==> config.mk <==
export PLATFORM = sky130hd
export DESIGN_NAME = page_walker_end_flat
export DESIGN_NICKNAME = d
export VERILOG_FILES = /design/src/shared/walker_link_pkg.sv /design/src/shared/walker_link_if.sv /design/src/hw/page_walker_end.sv /design/src/flat_wrapper.sv
export SDC_FILE = /design/constraint.sdc
export NUM_CORES = 1
export LEC_CHECK = 0
export BUFFER_PORTS_ARGS = -buffer_cell sky130_fd_sc_hd__buf_4
export CAP_MARGIN = 0
export CORE_MARGIN = 1
export CORE_UTILIZATION = 40
export CTS_CLUSTER_SIZE = 12
export DETAILED_ROUTE_END_ITERATION = 8
export PLACE_DENSITY = 0.67
export SLEW_MARGIN = 10
export SYNTH_ARGS = -nofsm -noshare
export SYNTH_HDL_FRONTEND = slang
export SYNTH_SLANG_ARGS = --single-unit
==> constraint.sdc <==
create_clock -name clk_sys -period 4.7 [get_ports clk_sys]
set_clock_uncertainty 0.15 [all_clocks]
set_input_delay 0.235 -clock clk_sys [delete_from_list [all_inputs] [get_ports clk_sys]]
set_output_delay 0.235 -clock clk_sys [all_outputs]
set_load 0.01 [all_outputs]
==> src/shared/walker_link_pkg.sv <==
// Package: encodings and timing for the page walker to client link
package walker_link_pkg;

    localparam int NUM_CLIENTS   = 4;
    localparam int CLIENT_ID_W   = 2;
    localparam int VA_W          = 36;
    localparam int PA_W          = 27;
    localparam int TRACK_W       = 8;
    localparam int BEAT_CYCLES   = 4;
    localparam int CLIENT_CREDITS = 2;

    localparam logic [1:0] RSP_OP_PAGE      = 2'h0;
    localparam logic [1:0] RSP_OP_RESERVED  = 2'h1;
    localparam logic [1:0] RSP_OP_INV_START = 2'h2;
    localparam logic [1:0] RSP_OP_INV_END   = 2'h3;

    localparam logic REQ_OP_PAGE = 1'b0;
    localparam logic REQ_OP_ACK  = 1'b1;

    localparam logic [1:0] FAULT_NONE        = 2'h0;
    localparam logic [1:0] FAULT_NOT_PRESENT = 2'h1;
    localparam logic [1:0] FAULT_PRIVILEGE   = 2'h2;
    localparam logic [1:0] FAULT_WRITE       = 2'h3;

    localparam logic [2:0] MTYPE_UC = 3'h0;
    localparam logic [2:0] MTYPE_WC = 3'h1;
    localparam logic [2:0] MTYPE_WT = 3'h4;
    localparam logic [2:0] MTYPE_WP = 3'h5;
    localparam logic [2:0] MTYPE_WB = 3'h6;

    localparam logic [1:0] L3_CTL_UC = 2'h0;
    localparam logic [1:0] L3_CTL_WC = 2'h1;
    localparam logic [1:0] L3_CTL_WT = 2'h2;
    localparam logic [1:0] L3_CTL_WB = 2'h3;

    // /05 mapping, applied at the client end only
    function automatic logic [1:0] l3_ctl(input logic [2:0] mtype,
                                          input logic       wr);
        logic [1:0] c;
        c = L3_CTL_UC;
        unique case (mtype)
            MTYPE_WC: c = L3_CTL_WC;
            MTYPE_WT: c = L3_CTL_WT;
            MTYPE_WP: c = wr ? L3_CTL_WC : L3_CTL_WB;
            MTYPE_WB: c = L3_CTL_WB;
            default:  c = L3_CTL_UC;
        endcase
        return c;
    endfunction
endpackage

==> src/shared/walker_link_if.sv <==
// Interface: serialised request and broadcast response buses
`timescale 1ns/1ps
interface walker_link_if;
    import walker_link_pkg::*;
    // Request: one beat per cycle, message spans BEAT_CYCLES beats
    logic                   req_valid;
    logic                   req_op;
    logic [CLIENT_ID_W-1:0] req_client;
    logic                   req_wr;
    logic                   req_faultable;
    logic [TRACK_W-1:0]     req_track;
    logic [VA_W-1:0]        req_va;
    // Response: broadcast, first beat marks start of message
    logic                   rsp_valid;
    logic [1:0]             rsp_op;
    logic [CLIENT_ID_W-1:0] rsp_client;
    logic                   rsp_wr;
    logic                   rsp_dirty;
    logic [1:0]             rsp_fault;
    logic [2:0]             rsp_mtype;
    logic [TRACK_W-1:0]     rsp_track;
    logic [PA_W-1:0]        rsp_pa;
    modport walker (input req_valid, req_op, req_client, req_wr,
                    req_faultable, req_track, req_va,
                    output rsp_valid, rsp_op, rsp_client, rsp_wr,
                    rsp_dirty, rsp_fault, rsp_mtype, rsp_track, rsp_pa);
    modport client (output req_valid, req_op, req_client, req_wr,
                    req_faultable, req_track, req_va,
                    input rsp_valid, rsp_op, rsp_client, rsp_wr,
                    rsp_dirty, rsp_fault, rsp_mtype, rsp_track, rsp_pa);
endinterface

==> src/hw/page_walker_end.sv <==
// Page walker end: response serialiser and invalidation sequencer
`timescale 1ns/1ps
module page_walker_end
    import walker_link_pkg::*;
#(
    parameter int N_CLIENTS = NUM_CLIENTS
) (
    input  wire logic                   clk_sys,
    input  wire logic                   reset_n,
    input  wire logic                   clk_en,
    walker_link_if.walker               link,
    // Walk lookup side
    output logic                        walk_req_valid,
    output logic [CLIENT_ID_W-1:0]      walk_req_client,
    output logic                        walk_req_wr,
    output logic                        walk_req_faultable,
    output logic [TRACK_W-1:0]          walk_req_track,
    output logic [VA_W-1:0]             walk_req_va,
    input  wire logic                   walk_rsp_valid,
    output logic                        walk_rsp_ready,
    input  wire logic [CLIENT_ID_W-1:0] walk_rsp_client,
    input  wire logic                   walk_rsp_wr,
    input  wire logic                   walk_rsp_dirty,
    input  wire logic [1:0]             walk_rsp_fault,
    input  wire logic [2:0]             walk_rsp_mtype,
    input  wire logic [TRACK_W-1:0]     walk_rsp_track,
    input  wire logic [PA_W-1:0]        walk_rsp_pa,
    input  wire logic                   inv_event,
    output logic                        inv_busy
);
    // Ack flags are indexed by client id, beat counter is two bits
    if (N_CLIENTS < 1 || N_CLIENTS > (1 << CLIENT_ID_W)) begin
        $error("page_walker_end: bad client count");
    end
    if (BEAT_CYCLES < 2 || BEAT_CYCLES > 4) begin
        $error("page_walker_end: beat count exceeds counter");
    end

    typedef enum logic [1:0] {W_IDLE, W_START, W_WAIT, W_END} wstate_e;

    typedef struct packed {
        wstate_e                  st;
        logic [1:0]               beat;
        logic                     busy;
        logic                     inv_pend;
        logic [N_CLIENTS-1:0]     acked;
        logic                     rsp_valid;
        logic [1:0]               rsp_op;
        logic [CLIENT_ID_W-1:0]   rsp_client;
        logic                     rsp_wr;
        logic                     rsp_dirty;
        logic [1:0]               rsp_fault;
        logic [2:0]               rsp_mtype;
        logic [TRACK_W-1:0]       rsp_track;
        logic [PA_W-1:0]          rsp_pa;
        logic                     wreq_valid;
        logic [CLIENT_ID_W-1:0]   wreq_client;
        logic                     wreq_wr;
        logic                     wreq_flt;
        logic [TRACK_W-1:0]       wreq_track;
        logic [VA_W-1:0]          wreq_va;
    } wstate_s;

    wstate_s              s_q;
    wstate_s              s_d;
    logic                 ack_sel;
    logic                 launch;
    logic                 page_take;
    logic                 rsp_take;
    logic [N_CLIENTS-1:0] ack_hit;

    // Acks are accepted at the first beat of a request message
    assign ack_sel = link.req_valid && link.req_op == REQ_OP_ACK;
    // Response slot free once previous message finished its beats
    assign launch  = !s_q.busy;
    assign walk_rsp_ready = launch && s_q.st == W_IDLE && !s_q.inv_pend
                            && !inv_event;
    // Page requests reach the walk only while idle with no invalidation pending
    assign page_take = link.req_valid && link.req_op == REQ_OP_PAGE
                       && s_q.st == W_IDLE && !s_q.inv_pend;
    assign rsp_take  = walk_rsp_ready && walk_rsp_valid;

    // One acknowledge flag per client, set by its own ack message
    for (genvar i = 0; i < N_CLIENTS; i++) begin : g_ack
        assign ack_hit[i] = ack_sel
                            && int'(link.req_client) == i;
    end

    always_comb begin
        s_d = s_q;
        s_d.wreq_valid = 1'b0;
        if (s_q.busy) begin
            s_d.beat = s_q.beat + 2'h1;
            if (s_q.beat == 2'(BEAT_CYCLES - 1)) begin
                s_d.busy      = 1'b0;
                s_d.rsp_valid = 1'b0;
            end
        end
        if (inv_event)
            s_d.inv_pend = 1'b1;
        if (page_take) begin
            s_d.wreq_valid  = 1'b1;
            s_d.wreq_client = link.req_client;
            s_d.wreq_wr     = link.req_wr;
            s_d.wreq_flt    = link.req_faultable;
            s_d.wreq_track  = link.req_track;
            s_d.wreq_va     = link.req_va;
        end
        unique case (s_q.st)
            W_IDLE: begin
                if (launch && s_q.inv_pend) begin
                    s_d.st = W_START;
                end else if (rsp_take) begin
                    s_d.busy       = 1'b1;
                    s_d.beat       = 2'h0;
                    s_d.rsp_valid  = 1'b1;
                    s_d.rsp_op     = RSP_OP_PAGE;
                    s_d.rsp_client = walk_rsp_client;
                    s_d.rsp_wr     = walk_rsp_wr;
                    s_d.rsp_dirty  = walk_rsp_dirty;
                    s_d.rsp_fault  = walk_rsp_fault;
                    s_d.rsp_mtype  = walk_rsp_mtype;
                    s_d.rsp_track  = walk_rsp_track;
                    s_d.rsp_pa     = walk_rsp_pa;
                end
            end
            W_START: begin
                s_d.busy      = 1'b1;
                s_d.beat      = 2'h0;
                s_d.rsp_valid = 1'b1;
                s_d.rsp_op    = RSP_OP_INV_START;
                s_d.acked     = '0;
                s_d.inv_pend  = inv_event;
                s_d.st        = W_WAIT;
            end
            W_WAIT: begin
                if (&s_q.acked && launch)
                    s_d.st = W_END;
            end
            W_END: begin
                s_d.busy      = 1'b1;
                s_d.beat      = 2'h0;
                s_d.rsp_valid = 1'b1;
                s_d.rsp_op    = RSP_OP_INV_END;
                s_d.st        = W_IDLE;
            end
        endcase
        if (s_q.st == W_WAIT)
            s_d.acked = s_d.acked | ack_hit;
    end

    always_ff @(posedge clk_sys or negedge reset_n) begin
        if (!reset_n) begin
            s_q <= '0;
        end else if (clk_en) begin
            s_q <= s_d;
        end
    end

    // Fields held for all four beats of a message, rsp_valid on the first beat only
    assign link.rsp_valid  = s_q.rsp_valid && s_q.beat == 2'h0;
    assign link.rsp_op     = s_q.rsp_op;
    assign link.rsp_client = s_q.rsp_client;
    assign link.rsp_wr     = s_q.rsp_wr;
    assign link.rsp_dirty  = s_q.rsp_dirty;
    assign link.rsp_fault  = s_q.rsp_fault;
    assign link.rsp_mtype  = s_q.rsp_mtype;
    assign link.rsp_track  = s_q.rsp_track;
    assign link.rsp_pa     = s_q.rsp_pa;

    assign walk_req_valid     = s_q.wreq_valid;
    assign walk_req_client    = s_q.wreq_client;
    assign walk_req_wr        = s_q.wreq_wr;
    assign walk_req_faultable = s_q.wreq_flt;
    assign walk_req_track     = s_q.wreq_track;
    assign walk_req_va        = s_q.wreq_va;
    assign inv_busy           = s_q.st != W_IDLE || s_q.inv_pend;
endmodule

==> src/flat_wrapper.sv <==
// flat-port wrapper written by rule: the top's interface ports become plain ports
module page_walker_end_flat import walker_link_pkg::*;
#(
    parameter int N_CLIENTS = NUM_CLIENTS
)
  (clk_sys, reset_n, clk_en, walk_req_valid, walk_req_client, walk_req_wr, walk_req_faultable, walk_req_track, walk_req_va, walk_rsp_valid, walk_rsp_ready, walk_rsp_client, walk_rsp_wr, walk_rsp_dirty, walk_rsp_fault, walk_rsp_mtype, walk_rsp_track, walk_rsp_pa, inv_event, inv_busy, link_req_valid, link_req_op, link_req_client, link_req_wr, link_req_faultable, link_req_track, link_req_va, link_rsp_valid, link_rsp_op, link_rsp_client, link_rsp_wr, link_rsp_dirty, link_rsp_fault, link_rsp_mtype, link_rsp_track, link_rsp_pa);
  walker_link_if link_i ();
  input  wire logic clk_sys;
  input  wire logic reset_n;
  input  wire logic clk_en;
  output logic walk_req_valid;
  output logic [CLIENT_ID_W-1:0] walk_req_client;
  output logic walk_req_wr;
  output logic walk_req_faultable;
  output logic [TRACK_W-1:0] walk_req_track;
  output logic [VA_W-1:0] walk_req_va;
  input  wire logic walk_rsp_valid;
  output logic walk_rsp_ready;
  input  wire logic [CLIENT_ID_W-1:0] walk_rsp_client;
  input  wire logic walk_rsp_wr;
  input  wire logic walk_rsp_dirty;
  input  wire logic [1:0] walk_rsp_fault;
  input  wire logic [2:0] walk_rsp_mtype;
  input  wire logic [TRACK_W-1:0] walk_rsp_track;
  input  wire logic [PA_W-1:0] walk_rsp_pa;
  input  wire logic inv_event;
  output logic inv_busy;
  input wire logic [$bits(link_i.req_valid)-1:0] link_req_valid;
  input wire logic [$bits(link_i.req_op)-1:0] link_req_op;
  input wire logic [$bits(link_i.req_client)-1:0] link_req_client;
  input wire logic [$bits(link_i.req_wr)-1:0] link_req_wr;
  input wire logic [$bits(link_i.req_faultable)-1:0] link_req_faultable;
  input wire logic [$bits(link_i.req_track)-1:0] link_req_track;
  input wire logic [$bits(link_i.req_va)-1:0] link_req_va;
  output wire logic [$bits(link_i.rsp_valid)-1:0] link_rsp_valid;
  output wire logic [$bits(link_i.rsp_op)-1:0] link_rsp_op;
  output wire logic [$bits(link_i.rsp_client)-1:0] link_rsp_client;
  output wire logic [$bits(link_i.rsp_wr)-1:0] link_rsp_wr;
  output wire logic [$bits(link_i.rsp_dirty)-1:0] link_rsp_dirty;
  output wire logic [$bits(link_i.rsp_fault)-1:0] link_rsp_fault;
  output wire logic [$bits(link_i.rsp_mtype)-1:0] link_rsp_mtype;
  output wire logic [$bits(link_i.rsp_track)-1:0] link_rsp_track;
  output wire logic [$bits(link_i.rsp_pa)-1:0] link_rsp_pa;
  assign link_i.req_valid = link_req_valid;
  assign link_i.req_op = link_req_op;
  assign link_i.req_client = link_req_client;
  assign link_i.req_wr = link_req_wr;
  assign link_i.req_faultable = link_req_faultable;
  assign link_i.req_track = link_req_track;
  assign link_i.req_va = link_req_va;
  assign link_rsp_valid = link_i.rsp_valid;
  assign link_rsp_op = link_i.rsp_op;
  assign link_rsp_client = link_i.rsp_client;
  assign link_rsp_wr = link_i.rsp_wr;
  assign link_rsp_dirty = link_i.rsp_dirty;
  assign link_rsp_fault = link_i.rsp_fault;
  assign link_rsp_mtype = link_i.rsp_mtype;
  assign link_rsp_track = link_i.rsp_track;
  assign link_rsp_pa = link_i.rsp_pa;
  page_walker_end #(.N_CLIENTS(N_CLIENTS)) u_core (.clk_sys(clk_sys), .reset_n(reset_n), .clk_en(clk_en), .link(link_i), .walk_req_valid(walk_req_valid), .walk_req_client(walk_req_client), .walk_req_wr(walk_req_wr), .walk_req_faultable(walk_req_faultable), .walk_req_track(walk_req_track), .walk_req_va(walk_req_va), .walk_rsp_valid(walk_rsp_valid), .walk_rsp_ready(walk_rsp_ready), .walk_rsp_client(walk_rsp_client), .walk_rsp_wr(walk_rsp_wr), .walk_rsp_dirty(walk_rsp_dirty), .walk_rsp_fault(walk_rsp_fault), .walk_rsp_mtype(walk_rsp_mtype), .walk_rsp_track(walk_rsp_track), .walk_rsp_pa(walk_rsp_pa), .inv_event(inv_event), .inv_busy(inv_busy));
endmodule
==> impl_metrics.env <==
export IMPL_p_comb_frac=0.408
export IMPL_place_congestion=0.766
export IMPL_max_freq_mhz=341
export IMPL_ys_top_cells_by_area="dfrtp_1 52%, buf_4 14%, mux2_4 12%"
export IMPL_antenna_cells=0
export IMPL_period_share=0.625
export IMPL_dieArea_sq_um=13200
export IMPL_cts_buffers=9
export IMPL_final_util=0.592
export IMPL_synth_most_common_cell="dfrtp_1"
export IMPL_synth_cell_type_count=32
export IMPL_insertion_delay_ns=0.34
export IMPL_coreArea_sq_um=12200
export IMPL_status="finished clean"
export IMPL_antenna_found_initial=0
export IMPL_cp_end_kind="flop"
export IMPL_cts_sinks=106
export IMPL_finalSetupViolCount=0
export IMPL_synth_net_count=469
export IMPL_wl_per_cell_um=15.5
export IMPL_synth_top_area_frac=0.522
export IMPL_dieWidth_um=115
export IMPL_track_usage=0.176
export IMPL_cts_resized=0
export IMPL_cts_root_buf="clkbuf_16"
export IMPL_grt_pass1_wl_mm=17.7
export IMPL_overflow=0
export IMPL_grt_pass1_vias=3615
export IMPL_post_cts_buffers=0
export IMPL_hold_slack_ns=0.0868
export IMPL_critPathRequiredTime_ns=4.78
export IMPL_fin_nets=672
export IMPL_yosys_area_top_type="dfrtp_1"
export IMPL_clkTransAtPathRegs_ns=0.07
export IMPL_via_count=3319
export IMPL_final_seq_area_sq_um=2650
export IMPL_io_pins=197
export IMPL_pwr_share_clk=0.190
export IMPL_leakage_nw=3.76
export IMPL_multiInputGateArea_sq_um=1630
export IMPL_routed_wl_mm=11.4
export IMPL_drt_iter0_markers=132
export IMPL_fillers=976
export IMPL_place_ws_ns=1.71
export IMPL_num_rows=40
export IMPL_io_buffers=196
export IMPL_drc=0
export IMPL_cts_htree_levels=3
export IMPL_postPlaceCellArea_sq_um=6000
export IMPL_cts_hold_buf=95
export IMPL_syn_inst=363
export IMPL_hold_class="input port to flop"
export IMPL_max_slew_worst_pin_slew_ns=0.884
export IMPL_rsz0062_at_grt="no"
export IMPL_critPathMaxFanout=33
export IMPL_p_sw_mw=1.17
export IMPL_fp_dieH_um=115
export IMPL_firstDrtPassIters=4
export IMPL_grt_max_degree=68
export IMPL_ir_drop_mv=0.232
export IMPL_cts_tree="built"
export IMPL_maxCapViolCount=0
export IMPL_crit_arrival_ns=3.01
export IMPL_layout_setup_ws_ns=1.76
export IMPL_hold_viol=0
export IMPL_yosysWarnings=0
export IMPL_synth_edf_count=0
export IMPL_dpl_hpwl_mm=7.21
export IMPL_antenna_left=0
export IMPL_avgSynthCellArea_sq_um=14.0
export IMPL_synth_commonest_cells="106 x dfrtp_1, 93 x buf_4, 45 x mux2_2"
export IMPL_ys_flop_type="dfrtp_1"
export IMPL_ys_ff_latch=106
export IMPL_cts_buffer_depth=2
export IMPL_synthArstFlopShare=1.00
export IMPL_vias_per_cell=4.51
export IMPL_syn_to_final_growth_pct=42.2
export IMPL_powerDensity_nw_per_um2=536
export IMPL_relSlewSlack=0.411
export IMPL_start_util=0.416
export IMPL_drv_slew=0
export IMPL_switching_share=0.302
export IMPL_critPathLaunchType="flop"
export IMPL_drive_above_1_share=0.532
export IMPL_fin_setup_tns_ns=0
export IMPL_critPathKind="flop to flop"
export IMPL_yosysSeqAreaShare=0.522
export IMPL_period_minus_slack_ns=2.94
export IMPL_syn_area_sq_um=5080
export IMPL_p_seq_frac=0.402
export IMPL_p_int_mw=2.70
export IMPL_stdcell_area_sq_um=7230
## state kept, by name (all words and copies together) (netlist names)
register / cells
u_core.walk_req_va: 36
u_core.walk_req_client: 2
u_core.link.rsp_fault: 2
u_core.walk_req_faultable: 1
u_core.link.rsp_dirty: 1
u_core.walk_req_track: 8
u_core.link.rsp_wr: 1
u_core.link.rsp_client: 2
u_core.s_q: 11
u_core.link.rsp_pa: 27
u_core.link.rsp_mtype: 3
u_core.walk_req_wr: 1
u_core.walk_req_valid: 1
u_core.link.rsp_track: 8
u_core.link.rsp_op: 2
## power groups by stage
| stage | logic, mW | clock network (mW) | registers (mW) |
|---|---|---|---|
| 2_1_floorplan | 1.27 | 0 | 1.49 |
| 3_3_place_gp | 1.49 | 0 | 1.55 |
| 3_5_place_dp | 1.52 | 0 | 1.56 |
| 4_1_cts | 1.59 | 0.756 | 1.56 |
| 5_1_grt | 1.70 | 0.795 | 1.61 |
| 6_report | 1.58 | 0.735 | 1.56 |
## metal layers
metal,share of wire,up-vias,GRT usage
li1,-,1541,-
met1,0.40,1648,0.200
met2,0.53,114,0.314
met3,0.054,16,0.0490
met4,0.021,0,0.0693
met5,0,-,0
## area by class of cell
cell class                      count  area share
Tap cell                          168      0.0291
Clock buffer                       10      0.0330
Clock inverter                      3     0.00588
Inverter                            6     0.00311
Timing Repair Buffer              293       0.337
Multi-Input combinational cell    150       0.225
Sequential cell                   106       0.367
## path summary, 6_finish.rpt
check                                             from                                  to  slack (ns)  cells after the start
max                        u_core.s_q[104]$_DFFE_PN0P_  u_core.walk_req_va[35]$_DFFE_PN0P_        1.76                      6
min                                             clk_en         u_core.s_q[100]$_DFFE_PN0P_        0.09                      2
max reg2reg                u_core.s_q[104]$_DFFE_PN0P_  u_core.walk_req_va[35]$_DFFE_PN0P_        1.76                      6
min reg2reg                 u_core.s_q[95]$_DFFE_PN0P_          u_core.s_q[95]$_DFFE_PN0P_        0.32                      1
max in group asynchronous                      reset_n   u_core.walk_req_va[0]$_DFFE_PN0P_        2.96                      3
min in group asynchronous                      reset_n   u_core.link.rsp_pa[3]$_DFFE_PN0P_        0.41                      2
## worst max-delay path, stage by stage, from the launching register on
cell	delay, ns
dfrtp_1	0.41
inv_1	0.12
ha_1	0.35
nand2b_2	0.14
nor3_4	0.73
buf_4	0.51
mux2_2	0.39
## stage by stage
stage	cells	total power, mW
2_1_floorplan	363	2.76
3_3_place_gp	628	3.04
3_5_place_dp	628	3.08
4_1_cts	736	3.90
5_1_grt	736	4.10
6_report	736	3.88
## logic make-up after synthesis
kind of cell / Yosys count / synth area share
buf+inv: 107 / 0.158
fa+ha+maj: 7 / 0.0172
simple gates: 27 / 0.0352
compound gates: 22 / 0.0300
flops: 106 / 0.522
mux: 94 / 0.238
## placed cells by master, fill, tap and decap left out
| cell type | instances |
|---|---|
| buf_4 | 198 |
| dfrtp_1 | 106 |
| dlygate4sd3_1 | 95 |
| mux2_2 | 45 |
| mux2_4 | 40 |
| nand2_1 | 9 |
| mux2_1 | 9 |
| clkbuf_16 | 9 |
| ha_1 | 7 |
| inv_1 | 6 |
| a21o_1 | 5 |
| o21ai_0 | 4 |
| nor2_1 | 4 |
| a21oi_1 | 4 |
| nor3_1 | 2 |
| nand2b_1 | 2 |
| nand4_1 | 2 |
| o21a_1 | 2 |
| a22o_1 | 2 |
| nand2b_2 | 1 |
| and2_1 | 1 |
| nor4b_4 | 1 |
| nand3_4 | 1 |
| or4b_1 | 1 |
| a21oi_2 | 1 |
| nor3_4 | 1 |
| o31ai_1 | 1 |
| or2_2 | 1 |
| a31oi_1 | 1 |
| o32a_1 | 1 |
| a32o_1 | 1 |
| and3_1 | 1 |
| clkinvlp_4 | 1 |
| clkinv_2 | 1 |
| bufinv_16 | 1 |
| clkbuf_8 | 1 |
Power figures use the tool's default switching activity.
